==> config.mk <==
export PLATFORM = sky130hd
export DESIGN_NAME = frwl_ctrl
export DESIGN_NICKNAME = d
export VERILOG_FILES = /design/src/core/frwl_pkg.sv /design/src/core/frwl_unlock.sv /design/src/core/frwl_ctrl.sv
export SDC_FILE = /design/constraint.sdc
export NUM_CORES = 1
export LEC_CHECK = 0
export BUFFER_PORTS_ARGS = -buffer_cell sky130_fd_sc_hd__buf_2
export CAP_MARGIN = 0
export CORE_MARGIN = 2
export CORE_UTILIZATION = 63
export DETAILED_ROUTE_END_ITERATION = 10
export GPL_TIMING_DRIVEN = 0
export PLACE_DENSITY = 0.81
export SETUP_SLACK_MARGIN = 0.05
export SLEW_MARGIN = 25
export SYNTH_ARGS = -nofsm -noshare
export SYNTH_HDL_FRONTEND = slang
export SYNTH_SLANG_ARGS = --single-unit
==> constraint.sdc <==
create_clock -name clk_sys -period 9.5 [get_ports clk_sys]
set_clock_uncertainty 0.05 [all_clocks]
set_input_delay 1.425 -clock clk_sys [delete_from_list [all_inputs] [get_ports clk_sys]]
set_output_delay 1.425 -clock clk_sys [all_outputs]
set_load 0.05 [all_outputs]
==> src/core/frwl_pkg.sv <==
// Constants, register map and types for the flash row write latch controller
// What this block does, and what its software must do
// [RQ1] Program start never erases any location
// [RQ2] One program writes at most 32 latches
// [RQ3] Upper ten address bits row, low five latch
// [RQ4] Program stays inside the addressed row
// [RQ5] All latches blank after program or erase
// [RQ6] Latch-only set: unlock loads latch only
// [RQ7] Latch-only clear: load latch, program all
// [RQ8] Interrupted unlock loads nothing, programs nothing
// [RQ9] Erase acts on one whole row
// [RQ10] Software sets enable, clears config, sets latch-only
// [RQ11] Software increments address, clears latch-only last
// [RQ12] Software copies row to RAM before modify
// [RQ13] Unlock is 55h, AAh, then write-control set
// [RQ14] Two forced idle cycles, then stall 2 ms
// [RQ15] Enable clear inhibits all program and erase
// [RQ16] Write-control set by software, cleared by hardware
// [RQ17] Any other access restarts the unlock detector
package frwl_pkg;

    // ------------------------------------------------------------
    // Register offsets (byte addresses, one word each)
    // ------------------------------------------------------------
    localparam logic [7:0] ADDR_LOW_OFS   = 8'h00; // flash_addr_low
    localparam logic [7:0] ADDR_HIGH_OFS  = 8'h04; // flash_addr_high
    localparam logic [7:0] WORD_LOW_OFS   = 8'h08; // flash_word_low
    localparam logic [7:0] WORD_HIGH_OFS  = 8'h0C; // flash_word_high
    localparam logic [7:0] CONTROL_OFS    = 8'h10; // flash_control_one
    localparam logic [7:0] UNLOCK_OFS     = 8'h14; // flash_unlock_key

    // ------------------------------------------------------------
    // Control register fields
    // ------------------------------------------------------------
    localparam int CFG_BIT   = 6; // config_space_select
    localparam int LWO_BIT   = 5; // latch_only_select
    localparam int ERASE_BIT = 4;
    localparam int ENA_BIT   = 2; // program_erase_enable
    localparam int WRC_BIT   = 1; // write control
    localparam int BUSY_BIT  = 8; // stall status, read only

    // ------------------------------------------------------------
    // Geometry, keys and values
    // ------------------------------------------------------------
    localparam int          LATCH_CNT   = 32;
    localparam int          WORD_W      = 14;
    localparam int          IDX_W       = 5;
    localparam int          ROW_W       = 10;
    localparam logic [13:0] BLANK_WORD  = 14'h3FFF;
    localparam logic [7:0]  KEY_FIRST   = 8'h55;
    localparam logic [7:0]  KEY_SECOND  = 8'hAA;
    localparam logic [7:0]  CTRL_RESET  = 8'h80; // Bit 7 reads as one
    localparam logic [7:0]  ADRH_FILL   = 8'h80; // Bit 7 reads as one

    // ------------------------------------------------------------
    // Timing
    // ------------------------------------------------------------
    localparam int CLK_HZ        = 50_000_000;
    localparam int STALL_US      = 2000;      // 2 ms typical program/erase
    localparam int STALL_CYCLES  = (CLK_HZ / 1_000_000) * STALL_US;
    localparam int IDLE_CYCLES   = 2;         // Forced no-operation cycles

    // ------------------------------------------------------------
    // Types
    // ------------------------------------------------------------
    typedef enum logic [3:0] {
        SEQ_IDLE  = 4'b0001,
        SEQ_FORCE = 4'b0010,
        SEQ_STALL = 4'b0100,
        SEQ_CLEAR = 4'b1000
    } frwl_seq_t;

    typedef struct packed {
        logic [ROW_W-1:0]  row;
        logic              erase;
        logic              valid;
    } frwl_op_t;

endpackage : frwl_pkg

==> src/core/frwl_unlock.sv <==
// Unlock key detector for the flash row write latch controller
`timescale 1ns/1ps
module frwl_unlock
    import frwl_pkg::*;
(
    input  wire logic       clk_sys,
    input  wire logic       rst,
    input  wire logic       clkEn,
    input  wire logic       access,
    input  wire logic       keyWrite,
    input  wire logic [7:0] keyData,
    input  wire logic       wrcSet,
    output logic            unlocked
);
    logic [1:0] stage_reg;
    logic [1:0] stage_next;

    // ------------------------------------------------------------
    // Key stage tracking
    // ------------------------------------------------------------
    // Any access that is not the expected next step restarts
    always_comb
    begin
        stage_next = stage_reg;
        unlocked   = 1'b0;
        if (access)
        begin
            stage_next = 2'd0; // RQ17
            if (keyWrite && keyData == KEY_FIRST && stage_reg == 2'd0)
                stage_next = 2'd1; // RQ13
            else if (keyWrite && keyData == KEY_SECOND && stage_reg == 2'd1)
                stage_next = 2'd2; // RQ13
            else if (wrcSet && stage_reg == 2'd2)
                unlocked = 1'b1; // RQ13
            else if (keyWrite && keyData == KEY_FIRST)
                stage_next = 2'd1;
        end
    end

    always_ff @(posedge clk_sys)
    begin
        if (rst)
            stage_reg <= 2'd0;
        else if (clkEn)
            stage_reg <= stage_next;
    end
endmodule : frwl_unlock

==> src/core/frwl_ctrl.sv <==
// Flash row write latch controller with Wishbone register slave
`timescale 1ns/1ps
module frwl_ctrl
    import frwl_pkg::*;
#(
    parameter int STALL_LEN = STALL_CYCLES
)
(
    input  wire logic        clk_sys,
    input  wire logic        rst,
    input  wire logic        clkEn,
    input  wire logic        wbCyc,
    input  wire logic        wbStb,
    input  wire logic        wbWe,
    input  wire logic [7:0]  wbAdr,
    input  wire logic [3:0]  wbSel,
    input  wire logic [31:0] wbDatW,
    output logic [31:0]      wbDatR,
    output logic             wbAck,
    output logic             cpuStall,
    output logic             flashWrite,
    output logic             flashErase,
    output logic [9:0]       flashRow,
    output logic [4:0]       flashIdx,
    output logic [13:0]      flashData
);
    // ------------------------------------------------------------
    // State
    // ------------------------------------------------------------
    logic [7:0]        adrLow_reg,  adrLow_next;
    logic [6:0]        adrHigh_reg, adrHigh_next;
    logic [7:0]        datLow_reg,  datLow_next;
    logic [5:0]        datHigh_reg, datHigh_next;
    logic              cfg_reg,  cfg_next;
    logic              lwo_reg,  lwo_next;
    logic              ers_reg,  ers_next;
    logic              ena_reg,  ena_next;
    logic              wrc_reg,  wrc_next;
    logic [WORD_W-1:0] latch_reg [LATCH_CNT];
    frwl_seq_t         seq_reg,  seq_next;
    logic [31:0]       cnt_reg,  cnt_next;
    frwl_op_t          op_reg,   op_next;
    logic [IDX_W:0]    pgm_reg,  pgm_next;
    logic [31:0]       rdat_reg, rdat_next;
    logic              ack_reg,  ack_next;
    logic              stall_reg, stall_next;
    logic              fw_reg, fw_next, fe_reg, fe_next;
    logic [4:0]        fi_reg, fi_next;
    logic [13:0]       fd_reg, fd_next;

    logic              req, wr, unlocked, wrcSet, latchLoad, latchBlank;
    logic [IDX_W-1:0]  latchIdx;
    logic [ROW_W-1:0]  rowSel;

    assign req      = wbCyc && wbStb && !ack_reg;
    assign wr       = req && wbWe && wbSel[0];
    assign wrcSet   = wr && wbAdr == CONTROL_OFS && wbDatW[WRC_BIT];
    assign rowSel   = {adrHigh_reg, adrLow_reg[7:5]}; // RQ3
    assign latchIdx = adrLow_reg[4:0]; // RQ3

    // ------------------------------------------------------------
    // Unlock detector sees every accepted access
    // ------------------------------------------------------------
    frwl_unlock u_unlock (
        .clk_sys  (clk_sys),
        .rst      (rst),
        .clkEn    (clkEn),
        .access   (req),
        .keyWrite (wr && wbAdr == UNLOCK_OFS),
        .keyData  (wbDatW[7:0]),
        .wrcSet   (wrcSet),
        .unlocked (unlocked)
    );

    // Latch action only on a complete unlock with writes enabled
    always_comb
    begin
        latchLoad = unlocked && ena_reg && !ers_reg && !cfg_reg && seq_reg == SEQ_IDLE; // RQ6 RQ8 RQ15
        latchBlank = seq_reg == SEQ_CLEAR; // RQ5
    end

    // ------------------------------------------------------------
    // Register file and bus answer
    // ------------------------------------------------------------
    always_comb
    begin
        adrLow_next  = adrLow_reg;
        adrHigh_next = adrHigh_reg;
        datLow_next  = datLow_reg;
        datHigh_next = datHigh_reg;
        cfg_next     = cfg_reg;
        lwo_next     = lwo_reg;
        ers_next     = ers_reg;
        ena_next     = ena_reg;
        ack_next     = req;
        rdat_next    = 32'h0000_0000;
        if (wr && seq_reg == SEQ_IDLE)
        begin
            case (wbAdr)
                ADDR_LOW_OFS:  adrLow_next  = wbDatW[7:0];
                ADDR_HIGH_OFS: adrHigh_next = wbDatW[6:0];
                WORD_LOW_OFS:  datLow_next  = wbDatW[7:0];
                WORD_HIGH_OFS: datHigh_next = wbDatW[5:0];
                CONTROL_OFS:
                begin
                    cfg_next = wbDatW[CFG_BIT];
                    lwo_next = wbDatW[LWO_BIT];
                    ers_next = wbDatW[ERASE_BIT];
                    ena_next = wbDatW[ENA_BIT];
                end
                default: ;
            endcase
        end
        if (seq_reg == SEQ_CLEAR && op_reg.erase)
            ers_next = 1'b0; // Erase select is hardware cleared
        if (req && !wbWe)
        begin
            case (wbAdr)
                ADDR_LOW_OFS:  rdat_next = {24'h000000, adrLow_reg};
                ADDR_HIGH_OFS: rdat_next = {24'h000000, ADRH_FILL | {1'b0, adrHigh_reg}};
                WORD_LOW_OFS:  rdat_next = {24'h000000, datLow_reg};
                WORD_HIGH_OFS: rdat_next = {26'h0000000, datHigh_reg};
                CONTROL_OFS:   rdat_next = {23'h000000, seq_reg != SEQ_IDLE, CTRL_RESET
                                   | {1'b0, cfg_reg, lwo_reg, ers_reg, 1'b0, ena_reg, wrc_reg, 1'b0}};
                default:       rdat_next = 32'h0000_0000; // Unmapped reads zero
            endcase
        end
    end

    // ------------------------------------------------------------
    // Program and erase sequencer
    // ------------------------------------------------------------
    // Stall and write-control are held until the self-timed step ends
    always_comb
    begin
        seq_next = seq_reg;
        cnt_next = cnt_reg;
        op_next  = op_reg;
        wrc_next = wrc_reg;
        pgm_next = pgm_reg;
        fw_next  = 1'b0;
        fe_next  = 1'b0;
        fi_next  = fi_reg;
        fd_next  = fd_reg;
        case (seq_reg)
            SEQ_IDLE:
            begin
                if (unlocked && ena_reg && !cfg_reg) // RQ15
                begin
                    wrc_next      = 1'b1; // RQ16
                    seq_next      = SEQ_FORCE; // RQ14
                    cnt_next      = 32'(IDLE_CYCLES - 1);
                    op_next.row   = rowSel; // RQ4
                    op_next.erase = ers_reg; // RQ9
                    op_next.valid = ers_reg || !lwo_reg; // RQ6 RQ7
                end
            end
            SEQ_FORCE:
            begin
                if (cnt_reg == 32'h0)
                begin
                    seq_next = op_reg.valid ? SEQ_STALL : SEQ_CLEAR;
                    cnt_next = 32'(STALL_LEN - 1);
                    pgm_next = '0;
                    fe_next  = op_reg.valid && op_reg.erase; // RQ9 whole row
                end
                else
                    cnt_next = cnt_reg - 32'h1;
            end
            SEQ_STALL:
            begin
                // Stream latch words into the row, never erase first
                if (!op_reg.erase && pgm_reg < 6'(LATCH_CNT)) // RQ1 RQ2
                begin
                    fw_next  = 1'b1;
                    fi_next  = pgm_reg[IDX_W-1:0];
                    fd_next  = latch_reg[pgm_reg[IDX_W-1:0]];
                    pgm_next = pgm_reg + 6'h1;
                end
                if (cnt_reg == 32'h0)
                    seq_next = SEQ_CLEAR;
                else
                    cnt_next = cnt_reg - 32'h1;
            end
            SEQ_CLEAR:
            begin
                wrc_next = 1'b0; // RQ16
                seq_next = SEQ_IDLE;
            end
            default: seq_next = SEQ_IDLE;
        endcase
        // Registered so the CPU hold never glitches on a state decode
        stall_next = seq_next != SEQ_IDLE; // RQ14
    end

    // Latch-only load leaves latches; program or erase blanks them
    always_ff @(posedge clk_sys)
    begin
        if (rst)
        begin
            for (int i = 0; i < LATCH_CNT; i++)
                latch_reg[i] <= BLANK_WORD;
        end
        else if (clkEn)
        begin
            if (latchBlank && op_reg.valid)
            begin
                for (int i = 0; i < LATCH_CNT; i++)
                    latch_reg[i] <= BLANK_WORD; // RQ5
            end
            else if (latchLoad)
                latch_reg[latchIdx] <= {datHigh_reg, datLow_reg}; // RQ6 RQ7
        end
    end

    always_ff @(posedge clk_sys)
    begin
        if (rst)
        begin
            adrLow_reg <= 8'h00;
            adrHigh_reg <= 7'h00;
            datLow_reg <= 8'h00;
            datHigh_reg <= 6'h00;
            cfg_reg <= 1'b0;
            lwo_reg <= 1'b0;
            ers_reg <= 1'b0;
            ena_reg <= 1'b0;
            wrc_reg <= 1'b0;
            seq_reg <= SEQ_IDLE;
            cnt_reg <= 32'h0;
            op_reg <= '0;
            pgm_reg <= '0;
            rdat_reg <= 32'h0;
            ack_reg <= 1'b0;
            stall_reg <= 1'b0;
            fw_reg <= 1'b0;
            fe_reg <= 1'b0;
            fi_reg <= 5'h00;
            fd_reg <= 14'h0000;
        end
        else if (clkEn)
        begin
            adrLow_reg <= adrLow_next;
            adrHigh_reg <= adrHigh_next;
            datLow_reg <= datLow_next;
            datHigh_reg <= datHigh_next;
            cfg_reg <= cfg_next;
            lwo_reg <= lwo_next;
            ers_reg <= ers_next;
            ena_reg <= ena_next;
            wrc_reg <= wrc_next;
            seq_reg <= seq_next;
            cnt_reg <= cnt_next;
            op_reg <= op_next;
            pgm_reg <= pgm_next;
            rdat_reg <= rdat_next;
            ack_reg <= ack_next;
            stall_reg <= stall_next;
            fw_reg <= fw_next;
            fe_reg <= fe_next;
            fi_reg <= fi_next;
            fd_reg <= fd_next;
        end
    end

    // Outputs straight from flip-flops
    assign wbDatR     = rdat_reg;
    assign wbAck      = ack_reg;
    assign cpuStall   = stall_reg; // RQ14
    assign flashWrite = fw_reg;
    assign flashErase = fe_reg;
    assign flashRow   = op_reg.row;
    assign flashIdx   = fi_reg;
    assign flashData  = fd_reg;
endmodule : frwl_ctrl

==> flow_metrics.tcl <==
set metrics [dict create \
    outcome "complete, no violations" \
    path_delay_family "simple AND/OR/NAND/NOR gates" \
    portBuffers 63 \
    powerDensity_nw_per_um2 189 \
    hold_buffers 0 \
    ys_types 75 \
    netlist_instances 2010 \
    synth_area_um2 26300 \
    combPwrFrac 0.082 \
    grt_pass1_vias 17914 \
    yosys.area.top_type "edfxtp_1" \
    path_clk_slew_ns 0.06 \
    yosysMostFrequentCell "edfxtp_1" \
    cts_root_buf "clkbuf_16" \
    yosysWarningCount 0 \
    syn_avg_cell_area_um2 13.1 \
    min_path_type "flop to flop" \
    ios 115 \
    cp-end-kind "flop" \
    seqPwrFrac 0.511 \
    grt_use_total 0.374 \
    largest_register_ffs 448 \
    area_growth_pct 11.8 \
    wirelength_um 80800 \
    ant_nets 0 \
    fillers 2763 \
    pwr-share-clk 0.407 \
    grt_max_degree 15 \
    clk_latency_ns 0.64 \
    worstSetupPathType "input port to flop" \
    cts_tree "yes" \
    dieArea_um2 43300 \
    grt_antenna_before_repair 5 \
    p_total_w 0.00556 \
    synth_edf_count 448 \
    setup_viol 0 \
    drv_cap 0 \
    max_stage_delay_ns 0.62 \
    cts_resized 0 \
    yosysTopAreaCellShare 0.512 \
    core.rowCount 74 \
    rsz0062_at_grt "false" \
    die_h_um 208 \
    worst_slew_pin_slew_ns 1.17 \
    slew_viol_final 0 \
    drt_iter0_markers 2663 \
    clock_sinks 570 \
    post-cts-setup-buffer-count 0 \
    grt_pass1_wl_um 118000 \
    die_w_um 208 \
    utilization 0.716 \
    reg2reg_slack_ns 5.11 \
    wl_per_cell_um 29.4 \
    worst_path_max_delay_cell "nand2_1" \
    yosysSeqAreaShare 0.605 \
    hold_ws_ns 0.408 \
    cp_cell_sequence "buf_2 -> or4_1 -> nor4_1 -> nand3_1 -> buf_2 -> nor3b_2 -> nand2_1 -> clkbuf_1 -> nand2_1" \
    power.switching_w 0.00132 \
    drt_pre_antenna_iters 6 \
    clockBufferDepth 3 \
    max_freq_mhz 212 \
    viasPerCell 6.86 \
    synth.area.top_cells "edfxtp_1 51%, mux4_2 10%, dfxtp_1 9.3%" \
    grt.overflow.total 0 \
    vias 18839 \
    ys_dominant_reg_cell "edfxtp_1" \
    crit_arrival_ns 4.90 \
    synth-seq-cells 570 \
    layout-drive-gt1-share 0.290 \
    yosys-top-cells-count "448 x edfxtp_1, 278 x or2_2, 181 x or3_1" \
    synthArstFlopShare 0 \
    final_nets 2218 \
    place.gp.congestion 1.05 \
    drc 0 \
    hold_viol 0 \
    dp_hpwl_um 57300 \
    h-tree-depth 2 \
    ir_drop_uv 166 \
    power.internal_w 0.00424 \
    cp_data_required_time_ns 9.69 \
    cp_max_fo 14 \
    period_share 0.496 \
    critPathLaunchType "input port" \
    numCtsBuffers 56 \
    finalCriticalPeriod_ns 4.71 \
    path_buf_inv 3 \
    p_leak_nw 9.65 \
    fin_setup_tns_ns 0 \
    initial_utilization 0.640 \
    netSwitchingFraction 0.237 \
    relSlewSlack 0.223 \
    coreArea_um2 41000 \
]
==> cells by family (layout without fill, tap and decap cells) <==
group / after synthesis / in the layout / synth area share
other cells: 1 / 24 / 0.000143
compound gates: 215 / 215 / 0.0517
simple gates: 814 / 814 / 0.177
fa+ha+maj: 2 / 2 / 0.000953
buf+inv: 224 / 404 / 0.0380
flops: 570 / 570 / 0.605
xor+xnor: 1 / 1 / 0.000334
mux: 183 / 183 / 0.127
==> metal layers <==
layer | wire length, um | track usage
met5 | 25 | 0
met4 | 4730 | 0.182
met3 | 11600 | 0.111
met2 | 36100 | 0.561
met1 | 28300 | 0.506
==> worst paths after layout <==
path,startpoint,endpoint,depth (start not counted)
worst max-delay path,wbAdr[3],latch_reg[16][3]$_SDFFCE_PN1P_,9
worst max register to register,pgm_reg[1]$_SDFFE_PP0P_,flashData[3]$_SDFFE_PP0P_,9
worst min-delay path,wbDatR[5]$_SDFFE_PP0P_,wbDatR[5]$_SDFFE_PP0P_,2
worst min register to register,wbDatR[5]$_SDFFE_PP0P_,wbDatR[5]$_SDFFE_PP0P_,2
==> cell usage in the layout, fill, tap and decap left out, types with 6 or more instances in the layout <==
| master | n |
|---|---|
| or4_1 | 7 |
| mux2_2 | 7 |
| clkinv_1 | 10 |
| nand3_1 | 29 |
| mux4_2 | 119 |
| o21ai_0 | 47 |
| or2_1 | 6 |
| conb_1 | 23 |
| nor3_1 | 23 |
| a22oi_1 | 21 |
| clkbuf_1 | 164 |
| a21oi_1 | 53 |
| mux2i_1 | 57 |
| bufinv_16 | 6 |
| edfxtp_1 | 448 |
| nor2_1 | 101 |
| buf_1 | 8 |
| clkbuf_16 | 57 |
| o21ai_2 | 12 |
| or3_1 | 181 |
| buf_6 | 15 |
| a311oi_1 | 6 |
| nand3b_1 | 8 |
| and2_1 | 6 |
| or2_2 | 278 |
| nand2_1 | 111 |
| inv_1 | 14 |
| nand4_1 | 10 |
| clkinv_2 | 7 |
| buf_2 | 77 |
| a31oi_1 | 18 |
| nor4_1 | 14 |
| buf_4 | 34 |
| dfxtp_1 | 122 |
| o22ai_1 | 9 |
==> final cells by class <==
| type | count | area, um2 | share of cell area |
|---|---|---|---|
| sequential | 570 | 15900 | 0.541 |
| multi-input combinational | 1238 | 9510 | 0.324 |
| clock buffer | 77 | 1540 | 0.0523 |
| buffer | 210 | 953 | 0.0325 |
| tap | 532 | 666 | 0.0227 |
| timing repair buffer | 76 | 462 | 0.0157 |
| clock inverter | 27 | 284 | 0.00967 |
| inverter | 14 | 52.6 | 0.00179 |
| antenna | 1 | 2.50 | 0.0000852 |
==> metrics by stage <==
stage | instances | cell area (um2) | setup WS, ns
floorplan | 2032 | 26300 | 4.73
CTS | 2744 | 29300 | 4.95
finish | 2745 | 29400 | 4.79
global route | 2744 | 29400 | 4.75
detailed placement | 2640 | 27500 | 4.33
global placement | 2627 | 27300 | 3.54
==> power groups by stage <==
stage	Combinational [W]	Clock, W	Sequential [W]
after global routing	0.000487	0.00234	0.00285
final	0.000455	0.00226	0.00284
after CTS	0.000443	0.00224	0.00284
after detailed placement	0.000440	0	0.00289
after floorplan	0.000317	0	0.00288
after global placement	0.000424	0	0.00288
==> tightest hold or removal path, stage by stage (launching register included) <==
cell and delay [ns]:
dfxtp_1 0.33, nand2_1 0.05, o21ai_0 0.05
(Power assumes the default switching activity.)
